<file path="config.mk">
export PLATFORM = sky130hd
export DESIGN_NAME = tcm_chan12_mode
export DESIGN_NICKNAME = d
export VERILOG_FILES = /design/src/tcm_pkg.sv /design/src/tcm_chan12_mode.sv
export VERILOG_INCLUDE_DIRS = /design/src
export SDC_FILE = /design/constraint.sdc
export NUM_CORES = 1
export LEC_CHECK = 0
export BUFFER_PORTS_ARGS = -buffer_cell sky130_fd_sc_hd__buf_2
export CAP_MARGIN = 20
export CORE_MARGIN = 3
export CORE_UTILIZATION = 53
export DETAILED_ROUTE_END_ITERATION = 8
export PLACE_DENSITY = 0.87
export REMOVE_ABC_BUFFERS = 1
export SYNTH_ARGS = -nofsm -noshare
export SYNTH_HDL_FRONTEND = slang
export SYNTH_SLANG_ARGS = --single-unit
</file>
<file path="constraint.sdc">
create_clock -name i_clk_sys -period 2.75 [get_ports i_clk_sys]
set_input_delay 0.1375 -clock i_clk_sys [delete_from_list [all_inputs] [get_ports i_clk_sys]]
set_output_delay 0.1375 -clock i_clk_sys [all_outputs]
set_load 0.02 [all_outputs]
</file>
<file path="src/tcm_cfg.svh">
// Offsets, field positions, reset values and counter widths of the channel 1/2 mode block.
`ifndef TCM_CFG_SVH
`define TCM_CFG_SVH

// =============================================================
// Register byte offsets on the AHB-Lite slave.
`define TCM_OFF_MODE      8'h00
`define TCM_OFF_ENABLE    8'h04
`define TCM_OFF_IRQ_STAT  8'h08
`define TCM_OFF_IRQ_MASK  8'h0C
`define TCM_OFF_STATE     8'h10

// =============================================================
// Reset values.
`define TCM_MODE_RST      16'h0000
`define TCM_ENABLE_RST    2'h0
`define TCM_IRQ_RST       4'h0

// =============================================================
// Field positions and widths.
`define TCM_CH_STRIDE     8
`define TCM_SEL_W         2
`define TCM_IRQ_CAP_LSB   0
`define TCM_IRQ_CLR_LSB   2
`define TCM_HSIZE_WORD    3'h2

// =============================================================
// Sampling divider and counter widths.
`define TCM_DIV_W         5
`define TCM_FLEN_W        4
`define TCM_PSC_W         3

`endif

</file>
<file path="src/tcm_pkg.sv">
// Types shared by the channel 1/2 mode configuration block.
package tcm_pkg;

    // =============================================================
    // Compare modes of the reference generator.
    typedef enum logic [2:0] {
        TCM_CMP_FROZEN,
        TCM_CMP_SET_ON_MATCH,
        TCM_CMP_CLR_ON_MATCH,
        TCM_CMP_TOGGLE,
        TCM_CMP_FORCE_LOW,
        TCM_CMP_FORCE_HIGH,
        TCM_CMP_PWM_ONE,
        TCM_CMP_PWM_TWO
    } tcm_cmp_mode_t;

    // Channel direction and input routing.
    typedef enum logic [1:0] {
        TCM_SEL_OUTPUT,
        TCM_SEL_DIRECT,
        TCM_SEL_CROSS,
        TCM_SEL_TRIGGER
    } tcm_sel_t;

    // One channel's byte of the mode register in output compare layout.
    typedef struct packed {
        logic          clr_en;
        tcm_cmp_mode_t mode;
        logic          preload_en;
        logic          fast_en;
        tcm_sel_t      sel;
    } tcm_oc_field_t;

    // One channel's byte of the mode register in input capture layout.
    typedef struct packed {
        logic [3:0] filt;
        logic [1:0] psc;
        tcm_sel_t   sel;
    } tcm_ic_field_t;

    // Decoded filter setting: sample-enable mask (DIV-1) and length N.
    typedef struct packed {
        logic [4:0] div_mask;
        logic [3:0] len;
    } tcm_filt_cfg_t;

    // Filter code table; code 0 samples every clock with no qualification.
    function automatic tcm_filt_cfg_t tcm_filt_decode(input logic [3:0] code);
        tcm_filt_cfg_t r;
        case (code)
            4'h1:    r = '{5'h00, 4'h2};
            4'h2:    r = '{5'h00, 4'h4};
            4'h3:    r = '{5'h00, 4'h8};
            4'h4:    r = '{5'h01, 4'h6};
            4'h5:    r = '{5'h01, 4'h8};
            4'h6:    r = '{5'h03, 4'h6};
            4'h7:    r = '{5'h03, 4'h8};
            4'h8:    r = '{5'h07, 4'h6};
            4'h9:    r = '{5'h07, 4'h8};
            4'hA:    r = '{5'h0F, 4'h5};
            4'hB:    r = '{5'h0F, 4'h6};
            4'hC:    r = '{5'h0F, 4'h8};
            4'hD:    r = '{5'h1F, 4'h5};
            4'hE:    r = '{5'h1F, 4'h6};
            4'hF:    r = '{5'h1F, 4'h8};
            default: r = '{5'h00, 4'h1};
        endcase
        return r;
    endfunction : tcm_filt_decode

endpackage : tcm_pkg

</file>
<file path="src/tcm_chan12_mode.sv">
// Channel 1/2 mode configuration, input filters, capture prescalers and compare references.
//
// Decided for this implementation: the placing of the registers and the AHB-Lite interface to the registers.
`timescale 1ns/1ps
`include "tcm_cfg.svh"

// How it works
// - Channel 1 clear enable: high external trigger forces channel 1 reference low.
// - Channel 2 select: output, timer input two, timer input one, internal trigger.
// - Select fields are writable only while the channel's enable bit is zero.
// - Channel 1 select: output, timer input one, timer input two, internal trigger.
// - Capture prescaler captures once every 1, 2, 4 or 8 qualified events.
// - Filter code zero samples every clock with no qualification.
// - Filter codes pick sampling divider DIV and length N from the table.
// - Channel 2 prescaler in bits 11:10, filter in bits 15:12, as channel 1.
// - Channel 2 fast, preload, mode, clear in bits 10, 11, 14:12, 15.
// - Compare modes: frozen, set, clear, toggle, force low, force high, two PWM.
module tcm_chan12_mode
    import tcm_pkg::*;
(
    input  wire logic        i_clk_sys,
    input  wire logic        i_rstn,
    input  wire logic        i_hsel,
    input  wire logic [31:0] i_haddr,
    input  wire logic [1:0]  i_htrans,
    input  wire logic        i_hwrite,
    input  wire logic [2:0]  i_hsize,
    input  wire logic [31:0] i_hwdata,
    input  wire logic        i_hready,
    output logic      [31:0] o_hrdata,
    output logic             o_hreadyout,
    output logic             o_hresp,
    input  wire logic        i_timer_input_one,
    input  wire logic        i_timer_input_two,
    input  wire logic        i_internal_trigger_source,
    input  wire logic        i_filtered_ext_trigger,
    input  wire logic [1:0]  i_ch_match,
    input  wire logic [1:0]  i_ch_cnt_below,
    output logic             o_ch1_compare_ref,
    output logic             o_ch2_compare_ref,
    output logic             o_capture_input_one,
    output logic             o_capture_input_two,
    output logic      [1:0]  o_capture_event,
    output logic             o_irq
);

    // =============================================================
    // Register state and bus decode.
    logic [15:0]               mode_reg;
    logic [15:0]               mode_next;
    logic [1:0]                en_reg;
    logic [3:0]                stat_reg;
    logic [3:0]                stat_next;
    logic [3:0]                mask_reg;
    logic                      ap_valid_reg;
    logic                      ap_write_reg;
    logic [7:0]                ap_addr_reg;
    logic [31:0]               rdata_reg;
    logic [1:0]                ti_meta_reg;
    logic [1:0]                ti_sync_reg;
    logic [`TCM_DIV_W-1:0]     div_cnt_reg;
    logic [1:0]                filt_reg;
    logic [1:0]                filt_prev_reg;
    logic [1:0]                ref_reg;
    logic [1:0]                cap_reg;
    logic [`TCM_FLEN_W-1:0]    fcnt_reg [2];
    logic [`TCM_PSC_W-1:0]     psc_cnt_reg [2];
    logic [1:0]                samp_en;
    logic [1:0]                route;
    logic [1:0]                edge_ev;
    logic [1:0]                clr_ev;
    logic [15:0]               lock_mask;
    logic                      take;
    logic                      wr_mode;
    logic                      wr_en;
    logic                      wr_stat;
    logic                      wr_mask;
    logic [31:0]               rd_mux;

    // Address phase is taken on a selected NONSEQ or SEQ transfer of any size; a write also needs a whole word.
    assign take    = i_hsel && i_hready && i_htrans[1];
    assign wr_mode = ap_valid_reg && ap_write_reg && (ap_addr_reg == `TCM_OFF_MODE);
    assign wr_en   = ap_valid_reg && ap_write_reg && (ap_addr_reg == `TCM_OFF_ENABLE);
    assign wr_stat = ap_valid_reg && ap_write_reg && (ap_addr_reg == `TCM_OFF_IRQ_STAT);
    assign wr_mask = ap_valid_reg && ap_write_reg && (ap_addr_reg == `TCM_OFF_IRQ_MASK);

    // Zero wait states and an OKAY response on every transfer.
    assign o_hreadyout = 1'b1;
    assign o_hresp     = 1'b0;
    assign o_hrdata    = rdata_reg;

    // Read mux on the address phase; unmapped offsets read zero.
    assign rd_mux = (i_haddr[7:0] == `TCM_OFF_MODE)     ? {16'h0000, mode_reg} :
                    (i_haddr[7:0] == `TCM_OFF_ENABLE)   ? {30'h0, en_reg} :
                    (i_haddr[7:0] == `TCM_OFF_IRQ_STAT) ? {28'h0000000, stat_reg} :
                    (i_haddr[7:0] == `TCM_OFF_IRQ_MASK) ? {28'h0000000, mask_reg} :
                    (i_haddr[7:0] == `TCM_OFF_STATE)    ? {28'h0000000, ref_reg, filt_reg} :
                    32'h00000000;

    // Select bits of an enabled channel keep their value on a mode write.
    assign mode_next = wr_mode ? ((i_hwdata[15:0] & ~lock_mask) | (mode_reg & lock_mask))
                               : mode_reg;

    // Sticky events; a set in the clearing cycle wins over the clear.
    assign stat_next = (stat_reg & ~(wr_stat ? i_hwdata[3:0] : 4'h0))
                     | {clr_ev, cap_reg};
    assign o_irq     = |(stat_reg & mask_reg);

    // Bus pipeline and read data.
    always_ff @(posedge i_clk_sys)
    begin
        if (!i_rstn)
        begin
            ap_valid_reg <= 1'b0;
            ap_write_reg <= 1'b0;
            ap_addr_reg  <= 8'h00;
            rdata_reg    <= 32'h00000000;
        end
        else
        begin
            ap_valid_reg <= take && (i_hsize == `TCM_HSIZE_WORD);
            ap_write_reg <= i_hwrite;
            ap_addr_reg  <= i_haddr[7:0];
            rdata_reg    <= (take && !i_hwrite) ? rd_mux : rdata_reg;
        end
    end

    // Software-visible registers.
    always_ff @(posedge i_clk_sys)
    begin
        if (!i_rstn)
        begin
            mode_reg <= `TCM_MODE_RST;
            en_reg   <= `TCM_ENABLE_RST;
            stat_reg <= `TCM_IRQ_RST;
            mask_reg <= `TCM_IRQ_RST;
        end
        else
        begin
            mode_reg <= mode_next;
            en_reg   <= wr_en ? i_hwdata[1:0] : en_reg;
            stat_reg <= stat_next;
            mask_reg <= wr_mask ? i_hwdata[3:0] : mask_reg;
        end
    end

    // Pin synchroniser and free-running sampling divider.
    always_ff @(posedge i_clk_sys)
    begin
        if (!i_rstn)
        begin
            ti_meta_reg <= 2'h0;
            ti_sync_reg <= 2'h0;
            div_cnt_reg <= '0;
        end
        else
        begin
            ti_meta_reg <= {i_timer_input_two, i_timer_input_one};
            ti_sync_reg <= ti_meta_reg;
            div_cnt_reg <= div_cnt_reg + 1'b1;
        end
    end

    assign o_ch1_compare_ref   = ref_reg[0];
    assign o_ch2_compare_ref   = ref_reg[1];
    assign o_capture_input_one = filt_reg[0];
    assign o_capture_input_two = filt_reg[1];
    assign o_capture_event     = cap_reg;

    // =============================================================
    // Per-channel logic; channel 2 uses the upper byte with the same layout.
    for (genvar c = 0; c < 2; c++)
    begin : g_ch
        tcm_oc_field_t          oc;
        tcm_ic_field_t          ic;
        tcm_filt_cfg_t          fc;
        logic [`TCM_PSC_W-1:0]  psc_lim;
        logic                   cap_on;
        logic                   clr_now;

        // Field views of this channel's byte.
        assign oc = tcm_oc_field_t'(mode_reg[c*`TCM_CH_STRIDE +: `TCM_CH_STRIDE]);
        assign ic = tcm_ic_field_t'(mode_reg[c*`TCM_CH_STRIDE +: `TCM_CH_STRIDE]);
        assign fc = tcm_filt_decode(ic.filt);
        assign lock_mask[c*`TCM_CH_STRIDE +: `TCM_CH_STRIDE] =
            {{(`TCM_CH_STRIDE-`TCM_SEL_W){1'b0}}, {`TCM_SEL_W{en_reg[c]}}};

        // Input routing: direct pin, the other channel's pin, or the trigger.
        assign route[c] = (ic.sel == TCM_SEL_DIRECT) ? ti_sync_reg[c] :
                          (ic.sel == TCM_SEL_CROSS)  ? ti_sync_reg[1-c] :
                          i_internal_trigger_source;

        // Sampling enable every DIV clocks; code zero samples every clock.
        assign samp_en[c] = ((div_cnt_reg & fc.div_mask) == '0);

        // Prescaler terminal count is 2^psc - 1.
        assign psc_lim    = {ic.psc == 2'h3, ic.psc[1], |ic.psc};
        assign cap_on     = en_reg[c] && (ic.sel != TCM_SEL_OUTPUT);
        assign edge_ev[c] = filt_reg[c] && !filt_prev_reg[c];
        assign clr_now    = oc.clr_en && i_filtered_ext_trigger;
        assign clr_ev[c]  = clr_now && ref_reg[c];

        // Filter: flip only after N consecutive differing samples.
        always_ff @(posedge i_clk_sys)
        begin
            if (!i_rstn)
            begin
                fcnt_reg[c]      <= '0;
                filt_reg[c]      <= 1'b0;
                filt_prev_reg[c] <= 1'b0;
            end
            else
            begin
                filt_prev_reg[c] <= filt_reg[c];
                if (samp_en[c] && (route[c] != filt_reg[c]))
                begin
                    if (fcnt_reg[c] + 1'b1 >= fc.len)
                    begin
                        filt_reg[c] <= route[c];
                        fcnt_reg[c] <= '0;
                    end
                    else
                    begin
                        fcnt_reg[c] <= fcnt_reg[c] + 1'b1;
                    end
                end
                else if (samp_en[c])
                begin
                    fcnt_reg[c] <= '0;
                end
            end
        end

        // Capture prescaler counts qualified rising edges.
        always_ff @(posedge i_clk_sys)
        begin
            if (!i_rstn || !cap_on)
            begin
                psc_cnt_reg[c] <= '0;
                cap_reg[c]     <= 1'b0;
            end
            else
            begin
                cap_reg[c] <= edge_ev[c] && (psc_cnt_reg[c] == psc_lim);
                if (edge_ev[c])
                begin
                    psc_cnt_reg[c] <= (psc_cnt_reg[c] == psc_lim) ? '0 : psc_cnt_reg[c] + 1'b1;
                end
            end
        end

        // Compare reference; the external trigger clear has top priority.
        always_ff @(posedge i_clk_sys)
        begin
            if (!i_rstn)
            begin
                ref_reg[c] <= 1'b0;
            end
            else if (clr_now)
            begin
                ref_reg[c] <= 1'b0;
            end
            else if (ic.sel == TCM_SEL_OUTPUT)
            begin
                case (oc.mode)
                    TCM_CMP_FROZEN:       ref_reg[c] <= ref_reg[c];
                    TCM_CMP_SET_ON_MATCH: ref_reg[c] <= ref_reg[c] | i_ch_match[c];
                    TCM_CMP_CLR_ON_MATCH: ref_reg[c] <= ref_reg[c] & ~i_ch_match[c];
                    TCM_CMP_TOGGLE:       ref_reg[c] <= ref_reg[c] ^ i_ch_match[c];
                    TCM_CMP_FORCE_LOW:    ref_reg[c] <= 1'b0;
                    TCM_CMP_FORCE_HIGH:   ref_reg[c] <= 1'b1;
                    TCM_CMP_PWM_ONE:      ref_reg[c] <= i_ch_cnt_below[c];
                    TCM_CMP_PWM_TWO:      ref_reg[c] <= !i_ch_cnt_below[c];
                    default:              ref_reg[c] <= ref_reg[c];
                endcase
            end
        end

    end
endmodule : tcm_chan12_mode

</file>
After elaboration in Yosys (flattened, before gate mapping)
Memories as Yosys holds them, arrays and structs flattened. A register that Yosys moved wholly into a read port is not among the register bits.
Index checks and enable logic that the tools add are counted.
{"block": "word_totals", "input_bits": 82, "ram_bits": 14, "n_memories": 4, "output_inout_bits": 41, "register_bits": 85, "rom_bits": 288}
{"memory": "(name not given)", "depth": 16, "width": 9, "rd": 1, "rd_ports_with_merged_regs": 1, "wr": 0, "line": "tcm_pkg.sv:50", "source": "case (code)"}
{"memory": "(name not given)", "depth": 16, "width": 9, "rd": 1, "rd_ports_with_merged_regs": 1, "wr": 0, "line": "tcm_pkg.sv:50"}
{"memory": "fcnt_reg", "depth": 2, "width": 4, "rd": 2, "rd_ports_with_merged_regs": 0, "wr": 2, "line": "tcm_chan12_mode.sv:66", "source": "logic [`TCM_FLEN_W-1:0] fcnt_reg [2];"}
{"memory": "psc_cnt_reg", "depth": 2, "width": 3, "rd": 2, "rd_ports_with_merged_regs": 0, "wr": 2, "line": "tcm_chan12_mode.sv:67", "source": "logic [`TCM_PSC_W-1:0] psc_cnt_reg [2];"}
{"block": "op_classes", "add_sub_neg": 5, "n_mux": 61, "magnitude_cmp": 2, "n_reduce_logical": 50, "eq_ne": 32, "bitwise": 29}
{"op": "$mux W4", "n": 15}
{"op": "$mux W1", "n": 39}
{"op": "$eq A8 B4 Y1 const B", "n": 4}
{"op": "$eq A3 B3 Y1 const B", "n": 8}
{"op": "$logic_and A1 B1 Y1", "n": 21}
{"op": "$and A16 B10 Y16", "n": 1}
{"op": "$and A16 B16 Y16", "n": 1}
{"op": "$eq A8 B3 Y1 const B", "n": 2}
{"op": "$logic_not A8 Y1", "n": 2}
{"op": "$mux W16", "n": 1}
{"op": "$not A10 Y16", "n": 1}
{"op": "$or A16 B16 Y16", "n": 1}
{"op": "$eq A3 B2 Y1 const B", "n": 5}
{"op": "$pmux W1 S7", "n": 2}
{"op": "$mux W3", "n": 4}
{"op": "$and A5 B5 Y5", "n": 2}
{"op": "$logic_not A5 Y1", "n": 2}
{"op": "$or A1 B1 Y1", "n": 10}
{"op": "$add A4 B1 Y4 const B", "n": 2}
{"op": "$and A4 B4 Y4", "n": 2}
{"op": "$eq A2 B2 Y1 const B", "n": 4}
{"op": "$eq A8 B5 Y1 const B", "n": 1}
{"op": "$ge A4 B4 Y1", "n": 2}
{"op": "$logic_not A1 Y1", "n": 8}
{"op": "other kinds (18)", "n": 39}

Longest topological paths before layout
Gate-level depths: netlist of run 1.
{"block": "logic_depth", "depth_word": 11, "ltp_mapped": 10}

Worst setup path before layout of run 1
Ideal clock, no wire load.
{"block": "synth_path", "path_kind": "reg-to-reg", "startpoint": "register ap_write_reg", "endpoint": "register g_ch[1].fc[3] (netlist name)", "path_stages_with_launch": 10, "t_arrival_ns": 2.138, "slack_ns": 0.496, "required_ns": 2.634, "synth_period_minus_slack_ns": 2.254, "n_path_buf": 1, "cell_sequence": "dfxtp_1 > nor4bb_1 > and3_1 > buf_6 > nand2_1 > a21oi_1 > inv_1 > ha_1 > mux2i_1 > o22a_2"}
{"block": "synth_via", "elab_chain_cells": 4}
{"item": "start: declaration", "line": "tcm_chan12_mode.sv:56", "source": "logic ap_write_reg;"}
{"item": "start signal: assignment", "line": "tcm_chan12_mode.sv:122", "source": "ap_write_reg <= i_hwrite;"}
{"item": "$logic_and A1 B1 Y1 (2 in a row)", "line": "tcm_chan12_mode.sv:82", "source": "assign wr_mode = ap_valid_reg && ap_write_reg && (ap_addr_reg == `TCM_OFF_MODE);"}
{"item": "$mux W4 (no line) (2 in a row)"}
No other way between the ends.
A chain may end at the register's enable or synchronous reset.

Worst setup path in the final report of run 1
{"block": "layout_path", "startpoint": "register ap_write_reg", "endpoint": "register g_ch[0].fc[3] (netlist name)"}
{"block": "layout_via", "elab_chain_cells": 4}
{"item": "$logic_and A1 B1 Y1 (2 in a row)", "line": "tcm_chan12_mode.sv:82"}
{"item": "$mux W4 (no line) (2 in a row)"}
No other way between the ends.

==> impl_metrics.tcl, run 1 <==
set metrics [dict create \
    async_reset_ff_share_pct 0 \
    status "complete, no violations" \
    grt_max_degree 26 \
    report.final.slew_viol_count 0 \
    whs_path_depth 3 \
    coreArea_um2 8810 \
    overflow 0 \
    die_x_um 102 \
    reg2regPathDepth 11 \
    vias_per_cell 5.78 \
    nets 700 \
    worst_pin_slew_ps 877 \
    crit_family "simple AND/OR/NAND/NOR gates" \
    cts.clk_slew.worst_paths_ps 100 \
    reg2reg_slack_ps 220 \
    r2r_end "g_ch[0].fc[3]$_DFF_P_" \
    crit_buf_inv 4 \
    drc 0 \
    skew_ps 12.4 \
    cts_tree "yes" \
    path_cells "nor4bb_1, buf_4, and3_1, buf_4, nand2_1, a21oi_2, inv_1, ha_1, inv_1, mux2i_1, a22oi_1" \
    finalHoldViolations 0 \
    rows 34 \
    layout-drive-gt1-share_pct 17.6 \
    hp-start "i_hwdata[10]" \
    grt_pass1_wl_um 19000 \
    worstSetupStartpointType "flop" \
    final_cell_mix "dfxtp_1 (87), buf_2 (63), nor2_1 (55)" \
    cp.arrival_ps 2810 \
    synth.avg_cell_area_um2 9.33 \
    ios 123 \
    critPathRequiredTime_ps 3030 \
    layout_commonest_cell "dfxtp_1" \
    vias 4070 \
    synth_ff_type "dfxtp_1" \
    power_density_nw_per_um2 488 \
    first_pass_iters 5 \
    synthesis.area_um2 4850 \
    crit_path_top_delay_cell "dfxtp_1" \
    fp.dieH_um 102 \
    cts.path.max_buffers 2 \
    fmax_mhz 396 \
    setup_viol 0 \
    finalCriticalPeriod_ps 2530 \
    track_usage_pct 23.2 \
    drt-initial-drc-count 294 \
    hold_end "mode_reg[10]$_SDFFE_PN0N_" \
    antennaDiodeCount 0 \
    cts_made_buffers 9 \
    clock_latency_ps 370 \
    area_growth_pct 13.6 \
    synth_cells 520 \
    max_stage_delay_ps 350 \
    synth.yosys.seq_area_share_pct 44.6 \
    root_buffer "clkbuf_8" \
    dieArea_um2 10300 \
    ys_ff_latch 101 \
    antenna_found_initial 0 \
    maxCapViolations 0 \
    criticalPathCategory "flop to flop" \
    synth_edf_count 14 \
    ir_drop_uv 279 \
    wl_um 11400 \
    hp-class "input port to flop" \
    gp_congestion 0.879 \
    cts_setup_buffers 0 \
    antenna_left 0 \
    port-buffer-count 63 \
    worstSetupEndpointType "flop" \
    clock_sink_count 101 \
    initial_utilization_pct 55.1 \
    place_ws_ps 197 \
    grt_pass1_vias 4077 \
    wl_per_cell_um 16.2 \
    ys_warn_count 0 \
    cts-htree-levels 3 \
    ys_types 60 \
    max-slew-margin-rel_pct 41.3 \
    cp_max_fo 8 \
    power_mw 2.69 \
    leakage_nw 2.50 \
    dp_hpwl_um 8230 \
    largest_reg_flops 18 \
    min_period_over_period_pct 91.8 \
    rsz0062_at_grt "no" \
    setup_slack_ps 225 \
    tns_ps 0 \
    timing.rr.start "ap_write_reg$_SDFF_PN0_" \
]
-- logic make-up after synthesis --
group | share of synthesized area (%)
and+or+nand+nor | 18.4
AOI/OAI and AO/OA | 14.1
DFF | 44.6
buffers and inverters | 7.33
muxes | 6.48
adders and majority gates | 6.97
xor gates and xnor gates | 1.99
other | 0.155
-- stage by stage --
stage	util (%)	cell area [um2]	std cells	hold WS (ps)
4_1_cts	62.5	5500	704	0.117
2_1_floorplan	-	4680	499	214
6_report	62.6	5510	704	7.19
3_5_place_dp	58.9	5190	678	305
5_1_grt	62.6	5510	704	1.05
3_3_place_gp	58.9	5190	678	302
-- worst min-delay path: cells and delay by family --
family / cells / cell delay (ps)
and+or+nand+nor: 1 / 40
AOI/OAI and AO/OA: 1 / 50
buffers and inverters: 1 / 100
-- layout make-up --
class	count	area [um2]
clock buffer	9	124
inverter	33	124
multi-input combinational	365	2400
clock inverter	7	90.1
fill	707	3300
tap	108	135
timing repair buffer	81	475
sequential	101	2160
-- worst max path at each step --
| stage | endpoint | from | cells past startpoint |
|---|---|---|---|
| after floorplan | g_ch[1].fc[3]$_DFF_P_ | ap_write_reg$_SDFF_PN0_ | 8 |
| after global placement | g_ch[0].fc[3]$_DFF_P_ | ap_addr_reg[5]$_SDFF_PN0_ | 11 |
| after detailed placement | g_ch[0].fc[3]$_DFF_P_ | ap_addr_reg[5]$_SDFF_PN0_ | 11 |
| after CTS | g_ch[0].fc[3]$_DFF_P_ | ap_write_reg$_SDFF_PN0_ | 11 |
| after global routing | g_ch[0].fc[3]$_DFF_P_ | ap_addr_reg[5]$_SDFF_PN0_ | 11 |
| final | g_ch[0].fc[3]$_DFF_P_ | ap_write_reg$_SDFF_PN0_ | 11 |
-- power breakdown --
part | internal (mW) | switching [mW]
Sequential | 1.51 | 0.0153
Clock | 0.508 | 0.506
Combinational | 0.0599 | 0.0955
Total | 2.07 | 0.617
-- cells in the mapped netlist (12+ instances only) --
cell type / instances / area (um2)
edfxtp_1: 14 / 420
o21ai_0: 13 / 65.1
and2_1: 18 / 113
nand2_1: 37 / 139
nand3_1: 15 / 75.1
nor3_1: 12 / 60.1
buf_4: 18 / 135
a22oi_1: 21 / 158
inv_1: 33 / 124
mux2i_1: 28 / 280
ha_1: 27 / 338
nor2_1: 55 / 206
a21oi_1: 30 / 150
dfxtp_1: 87 / 1740
-- per-layer routing --
metal | vias up | GRT usage, % | share of wire (%)
li1 | 1916 | - | -
met1 | 1939 | 27.4 | 40
met2 | 182 | 40.3 | 49
met3 | 33 | 5.58 | 7.9
met4 | 0 | 9.71 | 3.1
met5 | - | 0 | 0
-- repair_timing --
item / CTS / global route
hold buffers: 10 / 0
setup endpoints to repair: 0 / 4
endpoints found under the hold margin: 9 / 0
gates resized for setup: 0 / 2
No activity file was read; power rests on OpenSTA's default activity.
==> run 2: changes to the inputs <==
--- a/config.mk
+++ b/config.mk
@@ -10,6 +10,7 @@
 export CAP_MARGIN = 20
 export CORE_MARGIN = 3
 export CORE_UTILIZATION = 53
+export CTS_BUF_LIST = sky130_fd_sc_hd__clkbuf_16
 export DETAILED_ROUTE_END_ITERATION = 8
 export PLACE_DENSITY = 0.87
 export REMOVE_ABC_BUFFERS = 1
==> run 2 against run 1 <==
Critical endpoint unchanged. Clock power rose by 33%. Sequential share of layout area decreased by 0.12 points. Clock skew shrank 6.1 ps. Largest cell class unchanged. Largest power group unchanged. Highest routed layer unchanged. Setup slack got worse by 6.1 ps. Combinational power down 6%. Total power rose by 12%. Critical path type unchanged.
==> impl_metrics.tcl, run 2 (synthesized netlist as in run 1, its figures left out) <==
set metrics [dict create \
    cts_made_buffers 9 \
    multi_input_area_um2 2400 \
    criticalPathCategory "flop to flop" \
    gp_congestion 0.879 \
    dr_wl_met3_um 866 \
    dr_wl_met2_um 5610 \
    ff_latch_area_um2 2160 \
    final_cell_mix "dfxtp_1 (87), buf_2 (63), nor2_1 (55)" \
    first_pass_iters 5 \
    cp_max_fo 8 \
    root_buffer "clkbuf_16" \
    antenna_left 0 \
    cts-htree-levels 3 \
    layout_commonest_cell "dfxtp_1" \
    area_growth_pct 14.0 \
    dieArea_um2 10300 \
    finalCriticalPeriod_ps 2530 \
    wl_per_cell_um 16.4 \
    antennaDiodeCount 0 \
    port-buffer-count 63 \
    fillers 711 \
    overflow 0 \
    fin_util_pct 62.8 \
    setup_viol 0 \
    fmax_mhz 395 \
    antenna_found_initial 0 \
    dp_hpwl_um 8230 \
    hp-class "input port to flop" \
    report.final.slew_viol_count 0 \
    maxCapViolations 0 \
    top_layer "met4" \
    finalHoldViolations 0 \
    cts.clk_slew.worst_paths_ps 70 \
    drt-initial-drc-count 274 \
    grt_pass1_vias 4056 \
    worstSetupStartpointType "flop" \
    max-slew-margin-rel_pct 44.4 \
    cts.path.max_buffers 2 \
    placed_area_um2 5190 \
    nets 691 \
    status "complete, no violations" \
    met1_length_um 4590 \
    vias 4015 \
    worstSetupEndpointType "flop" \
    ios 123 \
    layout-drive-gt1-share_pct 18.1 \
    power_density_nw_per_um2 544 \
    skew_ps 6.29 \
    fp.dieH_um 102 \
    min_period_over_period_pct 92.0 \
    cts_tree "yes" \
    ir_drop_uv 331 \
    wl_um 11400 \
    largest_reg_flops 18 \
    grt_pass1_wl_um 18900 \
    coreArea_um2 8810 \
    vias_per_cell 5.78 \
    drc 0 \
    clock_latency_ps 340 \
    worst_pin_slew_ps 830 \
    critPathRequiredTime_ps 3020 \
    rows 34 \
    track_usage_pct 23.2 \
    leakage_nw 2.50 \
    clock_sink_count 101 \
    cp.arrival_ps 2800 \
    fin_area_um2 5530 \
    initial_utilization_pct 55.1 \
    die_x_um 102 \
    grt_max_degree 26 \
]
==> run 2: changes by cell type in the layout (fill, tap and decap cells not counted), sizes merged <==
cell	previous run	this run
dlygate4sd3	10	1
==> run 2: layer usage <==
layer  global-route usage (%)  vias to the layer above
met1                     27.0                     1906
met2                     40.4                      174
met3                     6.13                       31
li1                         -                     1904
met5                        0                        -
met4                     9.20                        0
==> run 2: area by class of cell <==
type,count,share of cell area [%]
multi-input combinational,365,43.5
clock inverter,7,1.63
clock buffer,9,4.08
timing repair buffer,72,6.97
inverter,33,2.24
tap,108,2.45
sequential,101,39.1
==> run 2: final timing paths <==
check                                          startpoint                        end  depth (start not counted)  slack (ps)
worst max register to register    ap_write_reg$_SDFF_PN0_      g_ch[0].fc[3]$_DFF_P_                         11         220
worst max-delay path              ap_write_reg$_SDFF_PN0_      g_ch[0].fc[3]$_DFF_P_                         11         220
worst min register to register  ti_meta_reg[0]$_SDFF_PN0_  ti_sync_reg[0]$_SDFF_PN0_                          1         430
worst min-delay path                           i_haddr[5]  ap_addr_reg[5]$_SDFF_PN0_                          2          10
==> run 2: worst max-delay path, cell delays in order, from the launching register on <==
cell and delay (ps):
dfxtp_1 350, nor4bb_2 360, buf_4 200, and3_1 260
buf_4 210, nand2_1 100, a21oi_2 230, inv_1 100
ha_1 300, inv_1 100, mux2i_1 80, a22oi_1 180
==> run 2: timing repair <==
action | 4_1_cts | 5_1_grt
setup endpoints to repair | 0 | 4
resized for setup | 0 | 3
hold buffers | 1 | 0
endpoints found under the hold margin | 1 | 0
setup buffers | 0 | 0
==> run 2: power breakdown <==
group | internal (mW) | switching (mW) | total [mW] | leakage [nW]
registers | 1.51 | 0.0153 | 1.52 | 0.878
clock network | 0.792 | 0.544 | 1.34 | 0.151
logic | 0.0526 | 0.0936 | 0.146 | 1.47
==> run 2: through the flow <==
| step | power (mW) | worst slack [ps] | hold WS (ps) | TNS, ps | std cells |
|---|---|---|---|---|---|
| after global placement | 1.69 | 277 | 302 | 0 | 678 |
| final | 3.00 | 219 | 12.4 | 0 | 695 |
| after CTS | 3.01 | 58.3 | 7.80 | 0 | 695 |
| after floorplan | 1.62 | 414 | 214 | 0 | 499 |
| after global routing | 3.09 | -2.21 | 14.1 | -2.21 | 695 |
| after detailed placement | 1.70 | 197 | 305 | 0 | 678 |
==> run 3: changes to the inputs <==
--- a/config.mk
+++ b/config.mk
@@ -6,10 +6,11 @@
 export SDC_FILE = /design/constraint.sdc
 export NUM_CORES = 1
 export LEC_CHECK = 0
+export ABC_AREA = 1
 export BUFFER_PORTS_ARGS = -buffer_cell sky130_fd_sc_hd__buf_2
 export CAP_MARGIN = 20
 export CORE_MARGIN = 3
-export CORE_UTILIZATION = 53
+export CORE_UTILIZATION = 54
 export CTS_BUF_LIST = sky130_fd_sc_hd__clkbuf_16
 export DETAILED_ROUTE_END_ITERATION = 8
 export PLACE_DENSITY = 0.87
==> run 3 against run 2 <==
Critical path depth shrank 2. First-iteration DRC count grew 3.3%. Critical path type unchanged. Total power shrank 2.7%. Maximum frequency grew 0.57%. Via count grew 13%. Utilization grew 0.46 points. Register-to-register slack is essentially flat. Die area grew 4.4%. Largest cell class unchanged. Clock skew is essentially flat. Area after synthesis grew 6.7%. Cell count grew 25%.
==> impl_metrics.tcl, run 3 <==
set metrics [dict create \
    status "complete, no violations" \
    fp.dieH_um 104 \
    die_x_um 104 \
    criticalPathCategory "flop to flop" \
    largest_reg_flops 18 \
    synth.yosys.seq_area_share_pct 41.8 \
    report.final.slew_viol_count 0 \
    finalCriticalPeriod_ps 2520 \
    ys_types 48 \
    maxCapViolations 0 \
    hp-class "input port to flop" \
    nets 844 \
    rows 35 \
    drt-initial-drc-count 283 \
    cts-htree-levels 3 \
    track_usage_pct 22.7 \
    pwr-share-clk_pct 40.6 \
    finalHoldViolations 0 \
    grt_pass1_vias 4433 \
    worstSetupEndpointType "flop" \
    wl_per_cell_um 14.1 \
    cts.clk_slew.worst_paths_ps 60 \
    skew_ps 6.36 \
    cts_tree "yes" \
    ff_latch_area_um2 2160 \
    gp_congestion 0.885 \
    grt_max_degree 38 \
    antenna_found_initial 0 \
    synth_edf_count 14 \
    power_density_nw_per_um2 498 \
    p_int_mw 2.26 \
    p_sw_uw 658 \
    synth_ff_type "dfxtp_1" \
    setup_viol 0 \
    synthesis.area_um2 5170 \
    first_pass_iters 5 \
    max-slew-margin-rel_pct 51.5 \
    coreArea_um2 9280 \
    ys_warn_count 0 \
    fin_hold_ws_ps 7.01 \
    dp_hpwl_um 9030 \
    fillers 772 \
    clock_sink_count 101 \
    cp_max_fo 4 \
    ios 123 \
    ir_drop_uv 275 \
    leakage_nw 2.83 \
    worstSetupStartpointType "flop" \
    vias 4532 \
    layout_commonest_cell "nand2_1" \
    worst_pin_slew_ps 718 \
    area_growth_pct 13.4 \
    synth.avg_cell_area_um2 7.77 \
    dieArea_um2 10800 \
    wl_um 12200 \
    ys_ff_latch 101 \
    cp.arrival_ps 2610 \
    initial_utilization_pct 55.7 \
    synth_cells 666 \
    p_comb_share_pct 7.0 \
    cts.path.max_buffers 2 \
    vias_per_cell 5.23 \
    power_frac_seq_pct 52.4 \
    clock_latency_ps 340 \
    synthTopCellsByCount "nand2_1 (137), inv_1 (94), dfxtp_1 (87), nor2_1 (60), nand3_1 (50)" \
    rsz0062_at_grt "no" \
    root_buffer "clkbuf_16" \
    antennaDiodeCount 0 \
    swShare_pct 22.5 \
    layout-drive-gt1-share_pct 15.4 \
    tns_ps 0 \
    grt_pass1_wl_um 20300 \
    overflow 0 \
    cts_made_buffers 9 \
    multi_input_area_um2 2460 \
    synth_area_leaders "dfxtp_1 (34%), nand2_1 (9.9%), edfxtp_1 (8.1%)" \
    synth_most_common_cell "nand2_1" \
    min_period_over_period_pct 91.5 \
    critPathRequiredTime_ps 2840 \
    synth_top_area_share_pct 33.7 \
    fmax_mhz 397 \
    final_cell_mix "nand2_1 (137), inv_1 (95), dfxtp_1 (87)" \
    drc 0 \
    antenna_left 0 \
    yosys.area.top_type "dfxtp_1" \
    power_mw 2.92 \
    port-buffer-count 63 \
    async_reset_ff_share_pct 0 \
]
-- run 3: path summary, 6_finish.rpt --
| path | from | end | slack (ps) | cells after the start |
|---|---|---|---|---|
| max | fcnt_reg[1][0]$_SDFFCE_PP0P_ | fcnt_reg[1][2]$_SDFFCE_PP0P_ | 230 | 9 |
| min | i_haddr[4] | ap_addr_reg[4]$_SDFF_PN0_ | 7 | 3 |
| max reg2reg | fcnt_reg[1][0]$_SDFFCE_PP0P_ | fcnt_reg[1][2]$_SDFFCE_PP0P_ | 230 | 9 |
| min reg2reg | ti_meta_reg[0]$_SDFF_PN0_ | ti_sync_reg[0]$_SDFF_PN0_ | 410 | 2 |
-- run 3: metal layers --
| layer | vias to the layer above | global-route usage [%] | share of wire (%) |
|---|---|---|---|
| met4 | 0 | 7.88 | 1.7 |
| met2 | 188 | 40.8 | 50 |
| met1 | 2085 | 27.4 | 41 |
| met5 | - | 0 | 0 |
| met3 | 20 | 3.60 | 7.2 |
| li1 | 2239 | - | - |
-- run 3: layout make-up --
cell class                      instances  share of cell area (%)
Multi-Input combinational cell        448                    41.9
Sequential cell                       101                    36.8
Timing Repair Buffer                   75                    7.25
Inverter                              100                    6.65
Clock buffer                            9                    3.84
Tap cell                              129                    2.75
Clock inverter                          5                   0.789
-- run 3: critical path: stages (launching register included) --
cell      delay, ps
edfxtp_1        440
ha_1            240
xnor2_1         210
inv_1            70
ha_1            280
nand2_1          60
o311ai_0        610
inv_1           140
nand3_1         170
nor2_1           60
-- run 3: logic make-up (layout without fill, tap and decap cells) --
family	count (synthesis)	in the layout	synth area share [%]
compound gates	103	103	12.2
xor+xnor	9	9	1.52
fa+ha+maj	27	27	6.53
buf+inv	133	189	11.9
flops	101	101	41.8
other cells	2	18	0.145
simple gates	291	291	26.0
-- run 3: repair_timing --
action | 4_1_cts | 5_1_grt
buffers inserted | 0 | 0
endpoints found under the hold margin | 7 | 0
hold buffers | 8 | 0
gates resized for setup | 0 | 0
-- run 3: power groups by stage --
stage          clock [mW]  sequential (mW)  combinational [mW]
2_1_floorplan           0             1.57              0.0944
3_3_place_gp            0             1.56               0.185
3_5_place_dp            0             1.56               0.189
4_1_cts              1.21             1.53               0.200
5_1_grt              1.25             1.53               0.221
6_report             1.19             1.53               0.204
-- run 3: metrics by stage --
stage	setup slack [ps]	instance area [um2]	utilization, %	std cells
floorplan	660	5010	-	649
global placement	465	5520	59.4	845
detailed placement	340	5520	59.4	845
CTS	230	5870	63.2	867
global route	23.2	5870	63.2	867
finish	233	5870	63.2	867
